`config.mk`:
```
export PLATFORM = sky130hd
export DESIGN_NAME = mvip_ctrl
export DESIGN_NICKNAME = d
export VERILOG_FILES = /design/src/logic/mvip_pkg.sv /design/src/logic/mvip_pin_sync.sv /design/src/logic/mvip_ctrl.sv
export VERILOG_INCLUDE_DIRS = /design/src /design/src/logic
export SDC_FILE = /design/constraint.sdc
export NUM_CORES = 1
export LEC_CHECK = 0
export BUFFER_PORTS_ARGS = -buffer_cell sky130_fd_sc_hd__buf_2
export CAP_MARGIN = 15
export CORE_AREA = 8 8 75 104
export CTS_BUF_LIST = sky130_fd_sc_hd__clkbuf_2
export CTS_CLUSTER_DIAMETER = 80
export CTS_CLUSTER_SIZE = 8
export DETAILED_ROUTE_END_ITERATION = 12
export DIE_AREA = 0 0 83 112
export PLACE_DENSITY_LB_ADDON = 0.2
export SETUP_SLACK_MARGIN = 0.5
export SYNTH_ARGS = -nofsm -noshare
export SYNTH_HDL_FRONTEND = slang
export SYNTH_HIERARCHICAL = 1
export SYNTH_SLANG_ARGS = --single-unit
```
`constraint.sdc`:
```
create_clock -name clk_sys -period 2.7 [get_ports clk_sys]
set_input_delay 0.27 -clock clk_sys [delete_from_list [all_inputs] [get_ports clk_sys]]
set_output_delay 0.27 -clock clk_sys [all_outputs]
set_load 0.01 [all_outputs]
```
`src/logic/mvip_map.svh`:
```
`ifndef MVIP_MAP_SVH
`define MVIP_MAP_SVH
// vector table geometry
`define MVIP_NUM_VEC     10
`define MVIP_NUM_SRC     29
`define MVIP_NUM_EXT     8
`define MVIP_VEC_BASE    20'h00003
`define MVIP_VEC_STEP    20'h00008
// count of the leading vectors, from index 0, that may take the top level
`define MVIP_TOP_CAPABLE 2
// one saved level per possible nesting step
`define MVIP_STACK_DEPTH 3
// reset values
`define MVIP_ADDR_RST    20'h00000
`define MVIP_IDX_RST     4'h0
`endif

```
`src/logic/mvip_pkg.sv`:
```
`include "mvip_map.svh"
package mvip_pkg;
  // ordered so that a plain compare gives precedence
  typedef enum logic [1:0] {
    mvip_lvl_none = 2'b00,
    mvip_lvl_low  = 2'b01,
    mvip_lvl_high = 2'b10,
    mvip_lvl_top  = 2'b11
  } mvip_level_e;

  typedef enum logic [1:0] {
    mvip_sb_run   = 2'b00,
    mvip_sb_halt  = 2'b01,
    mvip_sb_hold  = 2'b10,
    mvip_sb_xhold = 2'b11
  } mvip_standby_e;

  // on-chip request levels, each held by its peripheral until serviced
  typedef struct packed {
    logic timer_zero_low_event;
    logic timer_zero_high_event;
    logic timer_one_low_event;
    logic timer_one_high_event;
    logic base_timer_a_event;
    logic base_timer_b_event;
    logic sync_serial_a_event;
    logic sync_async_serial_event;
    logic sync_serial_b_event;
    logic uart_a_rx_event;
    logic uart_b_rx_event;
    logic uart_a_tx_event;
    logic uart_b_tx_event;
    logic adc_event;
    logic timer_six_event;
    logic timer_seven_event;
    logic pwm_pair_b_event;
    logic port_zero_event;
    logic timer_four_event;
    logic timer_five_event;
    logic pwm_pair_a_event;
  } mvip_periph_s;

  typedef struct packed {
    logic        valid;
    logic [3:0]  index;
    logic [19:0] addr;
    mvip_level_e level;
  } mvip_grant_s;
endpackage

```
`src/logic/mvip_pin_sync.sv`:
```
`timescale 1ns/10ps
`default_nettype none
module mvip_pin_sync #(
  parameter int WIDTH = 8
) (
  input  wire logic             clk_sys,   // system clock
  input  wire logic             rst_n,     // synchronised reset, active low
  input  wire logic [WIDTH-1:0] pin_raw,   // asynchronous pin levels
  output logic      [WIDTH-1:0] pin_clean  // settled levels
);
  logic [WIDTH-1:0] s1_r;
  logic [WIDTH-1:0] s2_r;
  logic [WIDTH-1:0] s3_r;

  // three-stage chain; s1 feeds only s2 to keep metastability contained
  always_ff @(posedge clk_sys or negedge rst_n)
  begin
    if (!rst_n)
    begin
      s1_r <= '0;
      s2_r <= '0;
      s3_r <= '0;
    end
    else
    begin
      s1_r <= pin_raw;
      s2_r <= s1_r;
      s3_r <= s2_r;
    end
  end

  // a bit changes only once the late stages agree, filtering single-cycle glitches
  always_ff @(posedge clk_sys or negedge rst_n)
  begin
    if (!rst_n)
      pin_clean <= '0;
    else
      for (int i = 0; i < WIDTH; i++)
        if (s2_r[i] == s3_r[i])
          pin_clean[i] <= s2_r[i];
  end
endmodule
`default_nettype wire

```
`src/logic/mvip_ctrl.sv`:
```
// Summary of operation
// - three nesting levels: highest above high, high above low
// - requests at or below the in-service level are refused
// - among pending vectors the highest level wins
// - equal levels resolve to the smallest vector address
// - 29 sources fold onto 10 vectors at 00003h, spaced eight bytes
// - only the first two vectors may be highest; others high or low
// - vectors three to ten are each shared by several sources
// - halt stops fetch and ends on reset or any request on an enabled vector
// - hold ends on reset, pins a,b,c,e,f at chosen level, or port-0 event
// - crystal hold also ends on a base timer event
`timescale 1ns/10ps
`default_nettype none
`include "mvip_map.svh"
module mvip_ctrl
  import mvip_pkg::*;
#(
  parameter int STACK_DEPTH = `MVIP_STACK_DEPTH
) (
  input  wire logic                     clk_sys,          // system clock
  input  wire logic                     rstn,             // reset pin, active low
  input  wire logic [`MVIP_NUM_EXT-1:0] ext_irq_pin,      // ext_irq_a..h pins, asynchronous
  input  wire logic [`MVIP_NUM_EXT-1:0] ext_active_high,  // 1: pin requests at high level
  input  wire mvip_periph_s             periph_req,       // on-chip request levels
  input  wire logic [`MVIP_NUM_VEC-1:0] vec_enable,       // per-vector enable
  input  wire logic [`MVIP_NUM_VEC-1:0] vec_level_up,     // 1: high (top for first two)
  input  wire logic                     irq_ack,          // cpu takes presented vector, pulse
  input  wire logic                     irq_ret,          // handler return, pulse
  input  wire logic                     standby_enter,    // enter standby, pulse
  input  wire mvip_standby_e            standby_mode,     // mode taken with standby_enter
  output logic                          irq_req,          // a vector is presented
  output logic [19:0]                   irq_vector_addr,  // presented vector address
  output mvip_level_e                   irq_level,        // level of presented vector
  output mvip_level_e                   service_level,    // level now in service
  output mvip_standby_e                 standby_state,    // current standby state
  output logic                          fetch_stop,       // instruction fetch halted
  output logic                          wake_pulse        // standby just ended
);
  localparam int NV  = `MVIP_NUM_VEC;
  localparam int SPW = $clog2(STACK_DEPTH + 1);

  logic [1:0]           rst_pipe_r;
  logic                 rst_n;
  logic [NV-1:0]        ext_lvl_ok;
  logic [7:0]           ext_clean;
  logic [NV-1:0]        vec_src;
  logic [NV-1:0]        vec_pend;
  logic [2*NV-1:0]      vec_lvls;
  mvip_level_e          cur_r;
  mvip_level_e          cur_nxt;
  mvip_level_e          stack_r [STACK_DEPTH];
  logic [SPW-1:0]       sp_r;
  logic [SPW-1:0]       sp_m1;
  mvip_grant_s          grant_r;
  mvip_grant_s          grant_nxt;
  logic                 ack_ok;
  logic                 ret_ok;
  logic                 hold_wake;
  logic                 wake_now;
  mvip_standby_e        sb_r;

  // reset pin released through two flops, asserted at once
  always_ff @(posedge clk_sys or negedge rstn)
  begin
    if (!rstn)
      rst_pipe_r <= 2'h0;
    else
      rst_pipe_r <= {rst_pipe_r[0], 1'b1};
  end
  assign rst_n = rst_pipe_r[1];

  mvip_pin_sync #(
    .WIDTH (`MVIP_NUM_EXT)
  ) u_pin_sync (
    .clk_sys   (clk_sys),
    .rst_n     (rst_n),
    .pin_raw   (ext_irq_pin),
    .pin_clean (ext_clean)
  );

  // a pin requests while it sits at its programmed level
  assign ext_lvl_ok = {2'h0, ext_clean ~^ ext_active_high};

  // source folding onto the ten vectors
  always_comb
  begin
    vec_src[0] = ext_lvl_ok[0];
    vec_src[1] = ext_lvl_ok[1];
    vec_src[2] = ext_lvl_ok[2] | periph_req.timer_zero_low_event | ext_lvl_ok[4];
    vec_src[3] = ext_lvl_ok[3] | ext_lvl_ok[5]
               | periph_req.base_timer_a_event | periph_req.base_timer_b_event;
    vec_src[4] = periph_req.timer_zero_high_event | ext_lvl_ok[6];
    vec_src[5] = periph_req.timer_one_low_event | periph_req.timer_one_high_event
               | ext_lvl_ok[7];
    vec_src[6] = periph_req.sync_serial_a_event | periph_req.uart_a_rx_event
               | periph_req.uart_b_rx_event;
    vec_src[7] = periph_req.sync_async_serial_event | periph_req.sync_serial_b_event
               | periph_req.uart_a_tx_event | periph_req.uart_b_tx_event;
    vec_src[8] = periph_req.adc_event | periph_req.timer_six_event
               | periph_req.timer_seven_event | periph_req.pwm_pair_b_event;
    vec_src[9] = periph_req.port_zero_event | periph_req.timer_four_event
               | periph_req.timer_five_event | periph_req.pwm_pair_a_event;
  end

  // level a vector carries; only the two pin vectors can reach the top
  function automatic mvip_level_e vec_level(input int idx, input logic en, input logic up);
    mvip_level_e l;
    l = mvip_lvl_low;
    if (!en)
      l = mvip_lvl_none;
    else if (up && idx < `MVIP_TOP_CAPABLE)
      l = mvip_lvl_top;
    else if (up)
      l = mvip_lvl_high;
    return l;
  endfunction

  // vector address from its index
  function automatic logic [19:0] vec_addr(input logic [3:0] idx);
    return `MVIP_VEC_BASE + (20'(idx) * `MVIP_VEC_STEP);
  endfunction

  // pick the best pending vector strictly above the floor level
  function automatic mvip_grant_s arbitrate(input logic [NV-1:0] pend,
                                            input logic [2*NV-1:0] lvls,
                                            input mvip_level_e floor);
    mvip_grant_s g;
    mvip_level_e l;
    g = '{valid: 1'b0, index: `MVIP_IDX_RST, addr: `MVIP_ADDR_RST, level: mvip_lvl_none};
    // downward scan with >= lets the smaller address take an equal level
    for (int i = NV - 1; i >= 0; i--)
    begin
      l = mvip_level_e'(lvls[2*i +: 2]);
      if (pend[i] && l > floor && l >= g.level)
      begin
        g.valid = 1'b1;
        g.index = 4'(i);
        g.level = l;
      end
    end
    g.addr = g.valid ? vec_addr(g.index) : `MVIP_ADDR_RST;
    return g;
  endfunction

  // per-vector pending and level
  always_comb
  begin
    for (int i = 0; i < NV; i++)
    begin
      vec_pend[i]       = vec_src[i] & vec_enable[i];
      vec_lvls[2*i +: 2] = vec_level(i, vec_enable[i], vec_level_up[i]);
    end
  end

  assign ack_ok = irq_ack & grant_r.valid;
  assign ret_ok = irq_ret & ~irq_ack & (sp_r != '0);
  assign sp_m1  = sp_r - SPW'(1);

  // service level next cycle; an ack in the same cycle as a return wins
  always_comb
  begin
    cur_nxt = cur_r;
    if (ack_ok)
      cur_nxt = grant_r.level;
    else if (ret_ok)
      cur_nxt = stack_r[sp_m1];
  end

  // in-service level and the stack of interrupted levels
  always_ff @(posedge clk_sys or negedge rst_n)
  begin
    if (!rst_n)
    begin
      cur_r <= mvip_lvl_none;
      sp_r  <= '0;
      for (int i = 0; i < STACK_DEPTH; i++)
        stack_r[i] <= mvip_lvl_none;
    end
    else
    begin
      cur_r <= cur_nxt;
      if (ack_ok && sp_r < SPW'(STACK_DEPTH))
      begin
        stack_r[sp_r] <= cur_r;
        sp_r          <= sp_r + SPW'(1);
      end
      else if (ret_ok)
        sp_r <= sp_m1;
    end
  end

  // judged against the next service level so an accepted level never re-presents
  assign grant_nxt = arbitrate(vec_pend, vec_lvls, cur_nxt);

  always_ff @(posedge clk_sys or negedge rst_n)
  begin
    if (!rst_n)
      grant_r <= '{valid: 1'b0, index: `MVIP_IDX_RST, addr: `MVIP_ADDR_RST,
                   level: mvip_lvl_none};
    else
      grant_r <= grant_nxt;
  end

  assign irq_req         = grant_r.valid;
  assign irq_vector_addr = grant_r.addr;
  assign irq_level       = grant_r.level;
  assign service_level   = cur_r;

  // hold exits: pins a,b,c,e,f at level or port 0; rstn itself clears all standby
  assign hold_wake = ext_lvl_ok[0] | ext_lvl_ok[1] | ext_lvl_ok[2] | ext_lvl_ok[4]
                   | ext_lvl_ok[5] | periph_req.port_zero_event;

  always_comb
  begin
    wake_now = 1'b0;
    unique case (sb_r)
      mvip_sb_run:   wake_now = 1'b0;
      mvip_sb_halt:  wake_now = |vec_pend;
      mvip_sb_hold:  wake_now = hold_wake;
      mvip_sb_xhold: wake_now = hold_wake | periph_req.base_timer_a_event
                              | periph_req.base_timer_b_event;
    endcase
  end

  // standby state; entry only from run, a wake condition present at entry
  // ends it on the next edge
  always_ff @(posedge clk_sys or negedge rst_n)
  begin
    if (!rst_n)
    begin
      sb_r       <= mvip_sb_run;
      wake_pulse <= 1'b0;
    end
    else
    begin
      wake_pulse <= wake_now;
      if (wake_now)
        sb_r <= mvip_sb_run;
      else if (sb_r == mvip_sb_run && standby_enter)
        sb_r <= standby_mode;
    end
  end

  assign standby_state = sb_r;
  assign fetch_stop    = (sb_r != mvip_sb_run);
endmodule
`default_nettype wire

```
Word level (Yosys, flattened, before mapping). Index checks and enable logic that the tools add are counted.

$add $sub $neg: 3. Order comparisons: 24. Eq/ne operators: 11. Muxes and demuxes: 54. Bitwise logic cells: 43. Reductions and logical operators: 29.

Operator list (count): 2-bit two-way mux (39); 5-bit two-way mux (10); 1-bit OR (26); 1-bit logical AND (23); 2-bit > comparator (10); 2-bit greater-or-equal comparator (9); 1-bit AND (13); 10-bit OR reduction (1); 2-bit by 7-bit adder with 8-bit output (first input constant) (1); 1-bit equality test (8); 8-bit two-way mux (1); 2-bit nonzero test (4); 8-bit XNOR (1); 6-bit bitwise mux (1); 3-bit greater-or-equal comparator (second input constant) (2); 2-bit inverter with 3-bit output (2); 2-bit binary-select mux with 2-bit select (1); 2-bit demux with 2-bit select (1); 2-bit equality test (second input constant) (2); 1-bit one-hot mux with 4 select lines (1); 3-bit by 1-bit < comparator with 1-bit output (second input constant) (1); 2-bit by 1-bit adder with 2-bit output (second input constant) (1); 2-bit by 1-bit equality test with 1-bit output (second input constant) (1); 2-bit by 1-bit greater-or-equal comparator with 1-bit output (second input constant) (1); other kinds (4) (4).

Register bits after elaboration: 58. Input bits: 64. Output and inout port bits: 29. Word-level logic and storage cells: 186.

Longest topological paths before layout. Gate-level depths: netlist (run 1).

Depth in word-level cells: 40. Mapped depth: 68. Gate-level depth less buffers: 67.

Modules after synthesis. The synthesis (run 1) kept the hierarchy.

Modules (own cells, without submodules): mvip_ctrl (instances 1, cells each 317, area an instance 2677.6 µm², seq. area each 550.5 µm²); mvip_pin_sync (instances 1, cells each 40, area an instance 890.9 µm², seq. area each 800.8 µm²).

Worst setup path after synthesis (run 1). Ideal clock, no wire load.

Path type: reg-to-reg. Start: register sp_r[0]. End: register grant_r (netlist bit irq_vector_addr[1]). Library setup time: 0.139 ns. Arrival time: 13.252 ns. Data required time: 2.561 ns. Setup slack: -10.691 ns. Stages on the path, launching flop included: 66. Buffers on the path: 1. Clock period less this slack: 13.391 ns. Cells stage by stage: dfrtp_1 > inv_1 > ha_1 > nor3b_1 > a21oi_1 > a221oi_1 > ha_1 > and2_1 > a2111oi_1 > ha_1 > nand2b_1 > a21oi_1 > o211ai_2 > and2_2 > ha_1 > a21oi_1 > or3_1 > buf_4 > [... 30 more ...] > ha_1 > inv_1 > o311ai_0 > a21oi_1 > o21ai_1 > a22oi_1 > ha_1 > nor2b_1 > a221oi_1 > a21oi_1 > nand2b_1 > ha_1 > nand2b_1 > a21oi_1 > a2111oi_0 > a211o_1 > or3_4 > or4_1.

RTL lines: start, declared (line mvip_ctrl.sv:52) `logic [SPW-1:0] sp_r;`; start signal, assigned (line mvip_ctrl.sv:185) `sp_r <= sp_r + SPW'(1);`; start signal, assigned (line mvip_ctrl.sv:188) `sp_r <= sp_m1;`; end signal, assigned (line mvip_ctrl.sv:198) `` grant_r <= '{valid: 1'b0, index: `MVIP_IDX_RST, addr: `MVIP_ADDR_RST, ``; end signal, assigned (line mvip_ctrl.sv:201) `grant_r <= grant_nxt;`; end, declared (line mvip_ctrl.sv:54) `mvip_grant_s grant_r;`.

==> run metrics, run 1 <==
detailed-router iteration count before antenna repair 4; post-route standard cell area excluding fillers 5750 um^2; startpoint type of the worst setup path flip-flop; Compound-Gate Fraction of Synth Area 18.5%; share of power burned in registers 17.0%; synthesized-area fraction occupied by adder cells 15.1%; post-route total power 6.57 mW; TritonCTS clock tree done; area of the die 9300 um^2; required time of the critical path 3.06 ns; status finished with violations; via count normalized by instance count 5.77; placed instance count 609; share of cells above drive strength 1 55.8%; leading cell types in the layout, fill and taps excluded sky130_fd_sc_hd__buf_4 (135), sky130_fd_sc_hd__buf_2 (78), sky130_fd_sc_hd__dfrtp_1 (53); Detail Route Antenna Nets 0; post-synthesis simple-gate area fraction 17.3%; worst reg2reg path endpoint irq_vector_addr[1]$_DFF_PN0_; proportion of power drawn by combinational gates 78.5%; maximum capacitance violations 0; # diodes 0; clock transition at the registers of the reported paths 0.25 ns; maximum achievable frequency 82.3 MHz; final global-route overflow total 0; Starting Density 56.2%; number of I/O port buffers 78; Critical path buffers and inverters 4; most frequent standard cell in the layout excluding fill and tap cells sky130_fd_sc_hd__buf_4; multiplexer share of the synthesized area 2.73%; Std-Cell Rows 35; pin count of the biggest net entering global routing 53; overall routed net length 13.6 mm; cell area after synthesis 3570 um^2; chip height 112 um; initial antenna violation count 0; proportion of power drawn by the clock network 4.6%; setup violators final 7; number of remaining DRC errors 0; cell family with the largest share of critical-path delay compound AO/OA/AOI/OAI gates; asr flop ratio synth 100%; hold wc startpoint standby_mode[0]; # H-tree levels 2; setup skew after layout 0.0304 ns; drt first-iter violations 209; number of distinct library cells after synthesis 69; most common cell type on the critical path sky130_fd_sc_hd__nand2b_4; share of the cycle needed by the critical path after routing 450%; hold slack final 0.0755 ns; Avg WL per Cell 20.5 um; master cell of the clock root buffer sky130_fd_sc_hd__clkbuf_2; internal power summed over all cells 3.72 mW; horizontal die dimension 83 um; layout overhead on the synthesized area 61.3%; hold-critical path endpoint standby_state[0]$_DFFE_PN0P_; number of non-filler instances in the completed layout 660; leakage component of the power 2.78 nW; total number of cells along the worst setup path 66; CP endpoint kind flip-flop; final critical-path setup slack -9.44 ns; Register-to-Register Setup Slack -9.44 ns; switching part of the total power 43.4%; failing checks negative setup slack; R2R Path Start sp_r[1]$_DFFE_PN0P_; instance area after placement 5100 um^2; largest incremental delay on the critical path 0.45 ns; Pwr per Cell Area 1140 nW/um^2; first-pass GRT wire length 19.3 mm; count of fill cells added during filler insertion 266; number of pins exceeding their max-slew limit in the final report 0; number of buffers created by CTS 5; classification of the worst setup path flip-flop to flip-flop; largest family of logic cells by synthesized area compound AO/OA/AOI/OAI gates; Slew @ Worst Pin 0.636 ns; clock latency on the worst-skew pair 0.44 ns; worst min-delay path category primary input to flip-flop; GP Congestion 0.910; r2r worst-path depth 66; CORE AREA 6350 um^2; yosys warns 6; Synth Register Bits 54; Post-Synthesis Cells 357; setup repair after global routing missed its margin true; global router's overall resource usage 25.2%; HPWL Detailed 8.75 mm; prevailing post-synth register cell sky130_fd_sc_hd__dfrtp_1; net switching power 2.86 mW; parity-gate share of the synthesized area counting xor and xnor cells 2.21%; number of enable-type register cells in the synthesized netlist 0; clock period minus final worst setup slack 12.14 ns; total via count in the routed design 3809; sinks on the clock net 54; fraction of the yosys area taken by sequential cells 37.9%; vias in the first global route 4118; cell type of the slowest stage on the worst timing path sky130_fd_sc_hd__dfrtp_1; biggest fanout along the worst timing path 4; normalized max-slew margin 57.6%; final count of hold timing violations 0; io pins 93; per-instance average area after synthesis 10.0 um^2; maximum buffer depth of the clock tree 2; IR drop worst, VDD 0.847 mV; number of cells on the worst hold path 3; data arrival time at the worst-slack endpoint 12.50 ns; Final nets 685
## power groups by stage
stage | Clock [mW] | Sequential [mW] | Combinational, mW
4_1_cts | 0.299 | 1.11 | 4.43
6_report | 0.299 | 1.11 | 5.16
2_1_floorplan | 0 | 1.15 | 2.38
5_1_grt | 0.338 | 1.13 | 5.44
3_5_place_dp | 0 | 1.12 | 3.80
3_3_place_gp | 0 | 1.11 | 3.63
## Yosys cell counts, types with 2 or more instances
cell,instances,area share [%]
sky130_fd_sc_hd__xnor2_1,9,2.2
sky130_fd_sc_hd__a211o_1,2,0.49
sky130_fd_sc_hd__o21ai_0,8,1.1
sky130_fd_sc_hd__ha_1,36,13
sky130_fd_sc_hd__nand2_1,31,3.3
sky130_fd_sc_hd__o21a_1,2,0.42
sky130_fd_sc_hd__nand2b_1,15,2.6
sky130_fd_sc_hd__or3_1,3,0.53
sky130_fd_sc_hd__o31a_1,2,0.49
sky130_fd_sc_hd__buf_4,17,3.6
sky130_fd_sc_hd__a2111o_1,2,0.63
sky130_fd_sc_hd__mux2_2,6,1.9
sky130_fd_sc_hd__mux2i_1,3,0.84
sky130_fd_sc_hd__inv_1,22,2.3
sky130_fd_sc_hd__and2_2,4,0.84
sky130_fd_sc_hd__nor2b_1,11,1.9
sky130_fd_sc_hd__nand4_1,2,0.35
sky130_fd_sc_hd__nor4_1,2,0.35
sky130_fd_sc_hd__o21ai_1,6,0.84
sky130_fd_sc_hd__maj3_2,8,2.5
sky130_fd_sc_hd__or4_1,2,0.42
sky130_fd_sc_hd__nor3_1,8,1.1
sky130_fd_sc_hd__o21bai_1,2,0.42
sky130_fd_sc_hd__conb_1,2,0.21
sky130_fd_sc_hd__a31oi_1,5,0.88
sky130_fd_sc_hd__a21oi_1,16,2.2
sky130_fd_sc_hd__nor3b_1,2,0.42
sky130_fd_sc_hd__a221oi_1,4,0.98
sky130_fd_sc_hd__and2_1,6,1.1
sky130_fd_sc_hd__o41ai_2,3,1.4
sky130_fd_sc_hd__a21o_1,2,0.42
sky130_fd_sc_hd__and3_1,3,0.53
sky130_fd_sc_hd__nand3_1,5,0.70
sky130_fd_sc_hd__dfrtp_1,54,38
sky130_fd_sc_hd__nor2_1,15,1.6
sky130_fd_sc_hd__a211oi_1,4,0.84
## tightest hold or removal path, cell delays in order
cell and delay, ns:
sky130_fd_sc_hd__buf_2 0.07, sky130_fd_sc_hd__a31oi_1 0.06, sky130_fd_sc_hd__nor2_1 0.09
## how the worst max path moves through the flow
stage                                   start                           end  slack (ns)
after global routing      sp_r[1]$_DFFE_PN0P_  irq_vector_addr[1]$_DFF_PN0_       -9.86
after CTS                 sp_r[1]$_DFFE_PN0P_  irq_vector_addr[1]$_DFF_PN0_       -9.10
after floorplan           sp_r[0]$_DFFE_PN0P_  irq_vector_addr[1]$_DFF_PN0_       -8.94
after global placement    sp_r[1]$_DFFE_PN0P_  irq_vector_addr[1]$_DFF_PN0_       -9.00
after detailed placement  sp_r[1]$_DFFE_PN0P_  irq_vector_addr[1]$_DFF_PN0_       -9.29
final                     sp_r[1]$_DFFE_PN0P_  irq_vector_addr[1]$_DFF_PN0_       -9.44
## metal layers
layer	track usage (%)	vias to the layer above	wire length, um
met4	14.9	0	773
met1	23.0	1851	4440
met5	0	-	0
met2	49.8	173	7630
li1	-	1719	-
met3	3.94	66	719
## final cells by class
cell class / count / area, um^2 / share of cell area, %
Multi-Input combinational cell: 276 / 2640 / 45.8
Sequential cell: 54 / 1350 / 23.5
Tap cell: 74 / 92.6 / 1.61
Clock buffer: 6 / 30.0 / 0.522
Clock inverter: 2 / 8.76 / 0.152
Timing Repair Buffer: 225 / 1540 / 26.8
Inverter: 23 / 88.8 / 1.54
## through the flow
| step | setup WS (ns) | util, % | setup TNS, ns |
|---|---|---|---|
| 2_1_floorplan | -8.94 | - | -58.95 |
| 3_3_place_gp | -9.00 | 80.3 | -60.17 |
| 3_5_place_dp | -9.29 | 80.3 | -62.12 |
| 4_1_cts | -9.10 | 87.2 | -61.15 |
| 5_1_grt | -9.86 | 90.6 | -66.73 |
| 6_report | -9.44 | 90.6 | -63.74 |
## registers in the layout, summed over array words and instances (netlist names), 2 cells and up
name,count
service_level,2
rst_pipe_r,2
stack_r,6
u_pin_sync/s3_r,8
irq_level,2
sp_r,2
u_pin_sync/pin_clean,8
u_pin_sync/s2_r,8
irq_vector_addr,5
standby_state,2
u_pin_sync/s1_r,8
## kinds of logic after synthesis
kind of cell | Yosys count
AOI/OAI and AO/OA | 84
adders and majority gates | 44
buffers and inverters | 40
xor gates and xnor gates | 9
DFF | 54
and+or+nand+nor | 115
muxes | 9
other | 2
## timing repair
item                                   4_1_cts  5_1_grt
setup endpoints to repair                    7        7
endpoints found under the hold margin       10        0
resized for setup                           22       21
buffers inserted                            25        8
pin swaps                                   31       28
hold buffers                                 9        0
No activity file was read; power rests on OpenSTA's default activity.
==> run 2, diff against run 1 <==
Settings changed: CORE_AREA 8 8 75 104 to 2 2 69 98, DIE_AREA 0 0 83 112 to 0 0 71 100, PLACE_DENSITY from default to 0.87, PLACE_DENSITY_LB_ADDON 0.2 to default.
==> run 2 against run 1 <==
The run now fails in global routing (5_1_grt). Synthesized cell count did not move. Synthesized area unchanged.
==> run metrics, run 2 <==
Std-Cell Rows 35 (unchanged); number of buffers created by CTS 5 (unchanged); Synth Register Bits 54 (unchanged); classification of the worst endpoint sequential cell input; synthesized-area fraction occupied by adder cells 15.1% (unchanged); most common library cells after synthesis sky130_fd_sc_hd__dfrtp_1 (54), sky130_fd_sc_hd__ha_1 (36), sky130_fd_sc_hd__nand2_1 (31), sky130_fd_sc_hd__inv_1 (22), sky130_fd_sc_hd__buf_4 (17); largest family of logic cells by synthesized area compound AO/OA/AOI/OAI gates; Compound-Gate Fraction of Synth Area 18.5% (unchanged); endpoint with the least setup slack after the last global-route repair irq_vector_addr[1]$_DFF_PN0_/D; maximum buffer depth of the clock tree 2 (unchanged); pin count of the biggest net entering global routing 53; Post-Synthesis Cells 357 (unchanged); top post-synthesis cells by area sky130_fd_sc_hd__dfrtp_1 (38%), sky130_fd_sc_hd__ha_1 (13%), sky130_fd_sc_hd__buf_4 (3.6%), sky130_fd_sc_hd__nand2_1 (3.3%), sky130_fd_sc_hd__nand2b_1 (2.6%); Err [ERROR GRT-0232] Routing congestion too high. Check the congestion heatmap in the GUI.; number of I/O port buffers 78 (unchanged); yosys warns 6 (unchanged); asr flop ratio synth 100% (unchanged); multiplexer share of the synthesized area 2.73% (unchanged); HPWL Detailed 8.88 mm (+1.5%); cell area after synthesis 3570 um^2 (unchanged); per-instance average area after synthesis 10.0 um^2 (unchanged); number of distinct library cells after synthesis 69 (unchanged); proportion of netlist area held by the largest area contributor 37.9% (unchanged); sinks on the clock net 54 (unchanged); worst setup slack before clock tree synthesis -9.33 ns (-0.0472 ns); Starting Density 56.2% (unchanged); fraction of the yosys area taken by sequential cells 37.9% (unchanged); cell accounting for the most synthesized area sky130_fd_sc_hd__dfrtp_1; most common cell in the netlist sky130_fd_sc_hd__dfrtp_1; master cell of the clock root buffer sky130_fd_sc_hd__clkbuf_2; parity-gate share of the synthesized area counting xor and xnor cells 2.21% (unchanged); number of enable-type register cells in the synthesized netlist 0 (unchanged); prevailing post-synth register cell sky130_fd_sc_hd__dfrtp_1; GP Congestion 1.01 (+11%); io pins 93 (unchanged); global router's overall resource usage 60.1%; horizontal die dimension 71 um (-14%); stage at which the run stopped global routing (5_1_grt); status aborted with a tool error; final global-route overflow total 12; post-synthesis simple-gate area fraction 17.3% (unchanged); # H-tree levels 2 (unchanged); chip height 100 um (-11%)
[run 2: cell counts after synthesis]
No cell type changed its count.
[run 2: timing repair]
item,CTS
pin swaps,31
resized for setup,21
hold buffers,9
setup buffers,25
setup endpoints to repair,7
cloned,0
endpoints found under the hold margin,10
[run 2: cells by family after synthesis]
family / count (synthesis)
AOI/OAI and AO/OA: 84
adders and majority gates: 44
other: 2
xor gates and xnor gates: 9
and+or+nand+nor: 115
buffers and inverters: 40
DFF: 54
muxes: 9
[run 2: metrics by stage]
stage,hold WS (ns),cell area [um^2],utilization (%),TNS [ns],instances
global placement,0.0554,5200,81.9,-57.60,622
floorplan,-0.0256,3970,-,-58.95,370
detailed placement,0.0587,5200,81.9,-62.36,622
CTS,0.0651,5660,89.1,-62.41,664
[run 2: per-layer routing]
layer / overflow / global-route usage, %
met5: 0 / 8.89
met4: 7 / 61.4
met3: 0 / 35.7
met2: 4 / 86.0
met1: 1 / 56.5
==> run 3, diff against run 2 <==
Settings changed: CORE_AREA 2 2 69 98 to 2 2 98 100, CTS_BUF_LIST sky130_fd_sc_hd__clkbuf_2 to default, CTS_CLUSTER_DIAMETER 80 to default, CTS_CLUSTER_SIZE 8 to default, DIE_AREA 0 0 71 100 to 0 0 100 102, PLACE_DENSITY 0.87 to default, PLACE_DENSITY_LB_ADDON from default to 0.15, SETUP_SLACK_MARGIN 0.5 to default.
==> run 3 against run 2 <==
The flow now finishes, with violations (negative setup slack).
==> run metrics, run 3 (synthesis results as in run 1) <==
Detail Route Antenna Nets 0; startpoint type of the worst setup path flip-flop; Starting Density 39.2% (-17 points); most frequent standard cell in the layout excluding fill and tap cells sky130_fd_sc_hd__buf_4; setup repair after global routing missed its margin true; leakage component of the power 2.73 nW; Avg WL per Cell 14.5 um; maximum buffer depth of the clock tree 2 (unchanged); CORE AREA 9110 um^2; end-of-flow core utilization 62.4%; Slew @ Worst Pin 0.607 ns; HPWL Detailed 7.74 mm (-13%); master cell of the clock root buffer sky130_fd_sc_hd__clkbuf_8; setup skew after layout 0.0101 ns; initial antenna violation count 0; share of cells above drive strength 1 56.1%; instance area after placement 5250 um^2 (+0.89%); IR drop worst, VDD 0.488 mV; maximum capacitance violations 0; number of buffers created by CTS 5 (unchanged); drt first-iter violations 99; chip height 102 um (+2.0%); leading cell types in the layout, fill and taps excluded sky130_fd_sc_hd__buf_4 (131), sky130_fd_sc_hd__buf_2 (78), sky130_fd_sc_hd__dfrtp_1 (53); global router's overall resource usage 18.8%; clock latency on the worst-skew pair 0.32 ns; startpoint of the most critical setup path sp_r[1]$_DFFE_PN0P_; final count of hold timing violations 0; sinks on the clock net 54 (unchanged); TritonCTS clock tree done; post-route standard cell area excluding fillers 5680 um^2; # H-tree levels 2 (unchanged); layout overhead on the synthesized area 59.3%; largest incremental delay on the critical path 0.40 ns; final global-route overflow total 0; post-route total power 6.17 mW; final critical-path setup slack -8.94 ns; setup violators final 7; biggest fanout along the worst timing path 3; clock transition at the registers of the reported paths 0.11 ns; required time of the critical path 2.94 ns; clock period minus final worst setup slack 11.64 ns; status finished with violations; area of all sequential standard cells 1350 um^2; first-pass GRT wire length 15.3 mm; number of I/O port buffers 78 (unchanged); Pwr per Cell Area 1090 nW/um^2; placed instance count 659 (+5.9%); overall routed net length 9.94 mm; Std-Cell Rows 35 (unchanged); number of remaining DRC errors 0; # diodes 0; count of fill cells added during filler insertion 773; cell type of the slowest stage on the worst timing path sky130_fd_sc_hd__or3_4; pin count of the biggest net entering global routing 29; failing checks negative setup slack; io pins 93 (unchanged); worst min-delay path category primary input to flip-flop; data arrival time at the worst-slack endpoint 11.88 ns; detailed-router iteration count before antenna repair 4; R2R Path Start sp_r[1]$_DFFE_PN0P_; share of the cycle needed by the critical path after routing 431%; normalized max-slew margin 59.5%; hold wc startpoint ext_irq_pin[0]; horizontal die dimension 100 um (+41%); Final nets 673; total via count in the routed design 3452; GP Congestion 0.882 (-12%); CP endpoint kind flip-flop; area of the die 10200 um^2; maximum achievable frequency 85.9 MHz; number of pins exceeding their max-slew limit in the final report 0; number of non-filler instances in the completed layout 685; classification of the worst setup path flip-flop to flip-flop; via count normalized by instance count 5.04; vias in the first global route 3331; area occupied by multi-input gates 2590 um^2
run 3: repair_timing:
action                     4_1_cts  5_1_grt
hold endpoints to repair         2        0
setup endpoints to repair        7        7
gates resized for setup          5       33
pin swaps                        5       17
hold buffers                     1        0
buffers inserted                 2       15
run 3: cell type report:
cell class	count	area share (%)
Clock buffer	5	1.21
Inverter	23	1.56
Multi-Input combinational cell	276	45.5
Sequential cell	54	23.8
Timing Repair Buffer	213	24.9
Tap cell	111	2.44
Clock inverter	3	0.506
run 3: per-stage QoR:
step	TNS [ns]	hold WS, ns	setup WS, ns
2_1_floorplan	-58.95	-0.0256	-8.94
3_3_place_gp	-58.14	0.0548	-8.70
3_5_place_dp	-60.97	0.0579	-9.13
6_report	-60.39	0.0475	-8.94
4_1_cts	-59.84	0.0389	-8.96
5_1_grt	-64.56	0.0379	-9.54
run 3: critical path: cells and delay by family (launching register included):
family	cells	cell delay, ns
buffers and inverters	6	0.58
AOI/OAI and AO/OA	31	4.59
muxes	1	0.21
and+or+nand+nor	18	2.90
adders and majority gates	11	2.89
DFF	1	0.38
run 3: final timing paths:
path                                                       end  slack (ns)  cells past startpoint
max                               irq_vector_addr[6]$_DFF_PN0_       -8.94                     67
min                               u_pin_sync/s1_r[0]$_DFF_PN0_        0.05                      1
max reg2reg                       irq_vector_addr[6]$_DFF_PN0_       -8.94                     67
min reg2reg                       u_pin_sync/s3_r[2]$_DFF_PN0_        0.29                      0
max in group asynchronous  u_pin_sync/pin_clean[6]$_DFFE_PN0N_        1.66                      1
min in group asynchronous              rst_pipe_r[1]$_DFF_PN0_        0.26                      2
run 3: report_power, final:
part / switching (mW) / leakage (nW) / total, mW / internal, mW
Sequential: 0.120 / 0.644 / 1.11 / 0.987
Clock: 0.289 / 0.0502 / 0.482 / 0.193
Combinational: 2.11 / 2.04 / 4.58 / 2.48
Total: 2.52 / 2.73 / 6.17 / 3.66
run 3: per-layer routing:
metal | up-vias | global-route usage (%) | part of all wire, %
met5 | - | 0 | 0
met4 | 0 | 5.48 | 1.9
met3 | 18 | 4.24 | 5.1
met2 | 92 | 31.5 | 48
met1 | 1646 | 24.5 | 45
li1 | 1696 | - | -
==> run 4, diff against run 3 <==
Settings changed: PLACE_DENSITY_LB_ADDON 0.15 to 0.3.
Clock period 2.7 ns to 12.1 ns, I/O delays scaled along.
==> run 4 against run 3 <==
The flow now finishes without violations. Worst hold slack gained 0.094 ns. Non-clock buffer count shrank 77. Sequential cell count is the same. Critical path type is now primary input to flip-flop. Largest power group unchanged.
==> run metrics, run 4 (synthesis results as in run 1) <==
clock transition at the registers of the reported paths 0.10 ns (about the same); total via count in the routed design 3133 (-9.2%); setup repair after global routing missed its margin true; layout overhead on the synthesized area 42.9%; Avg WL per Cell 15.1 um (+4.4%); # diodes 0 (unchanged); most frequent standard cell in the layout excluding fill and tap cells sky130_fd_sc_hd__buf_2; maximum achievable frequency 83.1 MHz; IR drop worst, VDD 0.0926 mV (-81%); required time of the critical path 12.28 ns (+9.34 ns); number of remaining DRC errors 0 (unchanged); Slew @ Worst Pin 0.683 ns (+0.0754 ns); worst reg2reg path endpoint irq_vector_addr[1]$_DFF_PN0_; chip height 102 um (unchanged); cell family with the largest share of critical-path delay compound AO/OA/AOI/OAI gates; R2R Path Start sp_r[0]$_DFFE_PN0P_; Std-Cell Rows 35 (unchanged); maximum buffer depth of the clock tree 2 (unchanged); Starting Density 39.2% (unchanged); classification of the worst setup path primary input to flip-flop; switching part of the total power 41.9% (+1.1 points); number of pins exceeding their max-slew limit in the final report 0 (unchanged); share of the cycle needed by the critical path after routing 99.5%; clock latency on the worst-skew pair 0.30 ns (-0.02 ns); hold slack final 0.142 ns (+0.0944 ns); proportion of power drawn by combinational gates 71.6% (-2.6 points); r2r worst-path depth 67 (unchanged); vias in the first global route 3047 (-8.5%); detailed-router iteration count before antenna repair 4 (unchanged); clock period minus final worst setup slack 12.03 ns; leading cell types in the layout, fill and taps excluded sky130_fd_sc_hd__buf_2 (77), sky130_fd_sc_hd__buf_4 (55), sky130_fd_sc_hd__dfrtp_1 (53); via count normalized by instance count 5.15 (+2.3%); proportion of power drawn by the clock network 8.1% (+0.3 points); drt first-iter violations 112 (+13%); number of non-filler instances in the completed layout 608 (-11%); biggest fanout along the worst timing path 5 (+2); GP Congestion 0.844 (-4.3%); internal power summed over all cells 0.722 mW (-80%); normalized max-slew margin 54.0% (-5.5 points); net switching power 0.520 mW (-79%); count of fill cells added during filler insertion 810 (+4.8%); final count of hold timing violations 0 (unchanged); total number of cells along the worst setup path 65 (-3.0%); # H-tree levels 2 (unchanged); share of cells above drive strength 1 48.1% (-8.0 points); Final nets 596 (-11%); CORE AREA 9110 um^2 (unchanged); Pwr per Cell Area 244 nW/um^2 (-78%); initial antenna violation count 0 (unchanged); cell type of the slowest stage on the worst timing path sky130_fd_sc_hd__or3_4; number of I/O port buffers 78 (unchanged); termination of the worst setup path irq_vector_addr[1]$_DFF_PN0_; Detail Route Antenna Nets 0 (unchanged); worst min-delay path category flip-flop to asynchronous set/reset pin; CP endpoint kind flip-flop; Critical path buffers and inverters 5 (-1); TritonCTS clock tree done; setup violators final 0 (-7); startpoint type of the worst setup path primary input; placed instance count 587 (-11%); area of all sequential standard cells 1350 um^2 (unchanged); maximum capacitance violations 0 (unchanged); global router's overall resource usage 17.8% (-0.96 points); final global-route overflow total 0 (unchanged); sinks on the clock net 54 (unchanged); io pins 93 (unchanged); share of power burned in registers 20.3% (+2.4 points); pin count of the biggest net entering global routing 53 (+83%); first-pass GRT wire length 14.4 mm (-5.5%); data arrival time at the worst-slack endpoint 12.21 ns (+0.33 ns); largest incremental delay on the critical path 0.40 ns (about the same); horizontal die dimension 100 um (unchanged); number of buffers created by CTS 5 (unchanged); setup skew after layout 0.00785 ns (-0.00224 ns); area occupied by multi-input gates 2580 um^2 (-0.34%); master cell of the clock root buffer sky130_fd_sc_hd__clkbuf_8; overall routed net length 9.21 mm (-7.3%); Register-to-Register Setup Slack 0.11 ns (+9.05 ns); leakage component of the power 2.36 nW (-14%); area of the die 10200 um^2 (unchanged); HPWL Detailed 7.33 mm (-5.3%); status finished clean; startpoint of the most critical setup path irq_ret
==> run 4: worst min path at each step <==
| stage | startpoint | depth (start not counted) | end |
|---|---|---|---|
| 2_1_floorplan | rst_pipe_r[0]$_DFF_PN0_ | 0 | rst_pipe_r[1]$_DFF_PN0_ |
| 3_3_place_gp | u_pin_sync/s1_r[4]$_DFF_PN0_ | 0 | u_pin_sync/s2_r[4]$_DFF_PN0_ |
| 3_5_place_dp | u_pin_sync/s1_r[1]$_DFF_PN0_ | 0 | u_pin_sync/s2_r[1]$_DFF_PN0_ |
| 4_1_cts | u_pin_sync/s1_r[1]$_DFF_PN0_ | 0 | u_pin_sync/s2_r[1]$_DFF_PN0_ |
| 5_1_grt | rst_pipe_r[1]$_DFF_PN0_ | 0 | u_pin_sync/s1_r[0]$_DFF_PN0_ |
| 6_report | rst_pipe_r[1]$_DFF_PN0_ | 0 | stack_r[3]$_DFFE_PN0P_ |
==> run 4: area by class of cell <==
class,instances,share of cell area [%]
Multi-Input combinational cell,276,50.6
Inverter,23,1.69
Clock buffer,6,1.42
Sequential cell,54,26.5
Tap cell,111,2.72
Clock inverter,2,0.343
Timing Repair Buffer,136,16.7
==> run 4: layer usage <==
metal	vias up	wire, um	share of wire (%)	track usage (%)
met1	1501	4110	45	23.6
met3	12	417	4.5	3.42
met5	-	0	0	0
li1	1539	-	-	-
met2	81	4550	49	30.1
met4	0	139	1.5	4.85
==> run 4: timing repair <==
action / in CTS / in global routing
setup buffers: 0 / 12
endpoints found under the setup margin: 1 / 6
hold buffers: 0 / 0
gates cloned: 0 / 0
pin swaps: 0 / 28
resized for setup: 1 / 33
==> run 4: power groups by stage <==
| stage | Clock (mW) | Sequential [mW] | Combinational (mW) |
|---|---|---|---|
| floorplan | 0 | 0.257 | 0.524 |
| global placement | 0 | 0.255 | 0.748 |
| detailed placement | 0 | 0.258 | 0.769 |
| CTS | 0.105 | 0.254 | 0.775 |
| global route | 0.112 | 0.256 | 0.967 |
| finish | 0.101 | 0.252 | 0.890 |
==> run 4: metrics by stage <==
| stage | instance area (um^2) | util (%) | TNS [ns] | total power, mW | setup slack, ns |
|---|---|---|---|---|---|
| 2_1_floorplan | 3960 | - | -0.0437 | 0.781 | -0.0437 |
| 3_3_place_gp | 4700 | 51.6 | 0 | 1.00 | 0.0637 |
| 3_5_place_dp | 4700 | 51.6 | -0.518 | 1.03 | -0.291 |
| 4_1_cts | 4790 | 52.6 | 0 | 1.13 | 0.0188 |
| 5_1_grt | 5100 | 56.0 | -0.961 | 1.33 | -0.408 |
| 6_report | 5100 | 56.0 | 0 | 1.24 | 0.0659 |
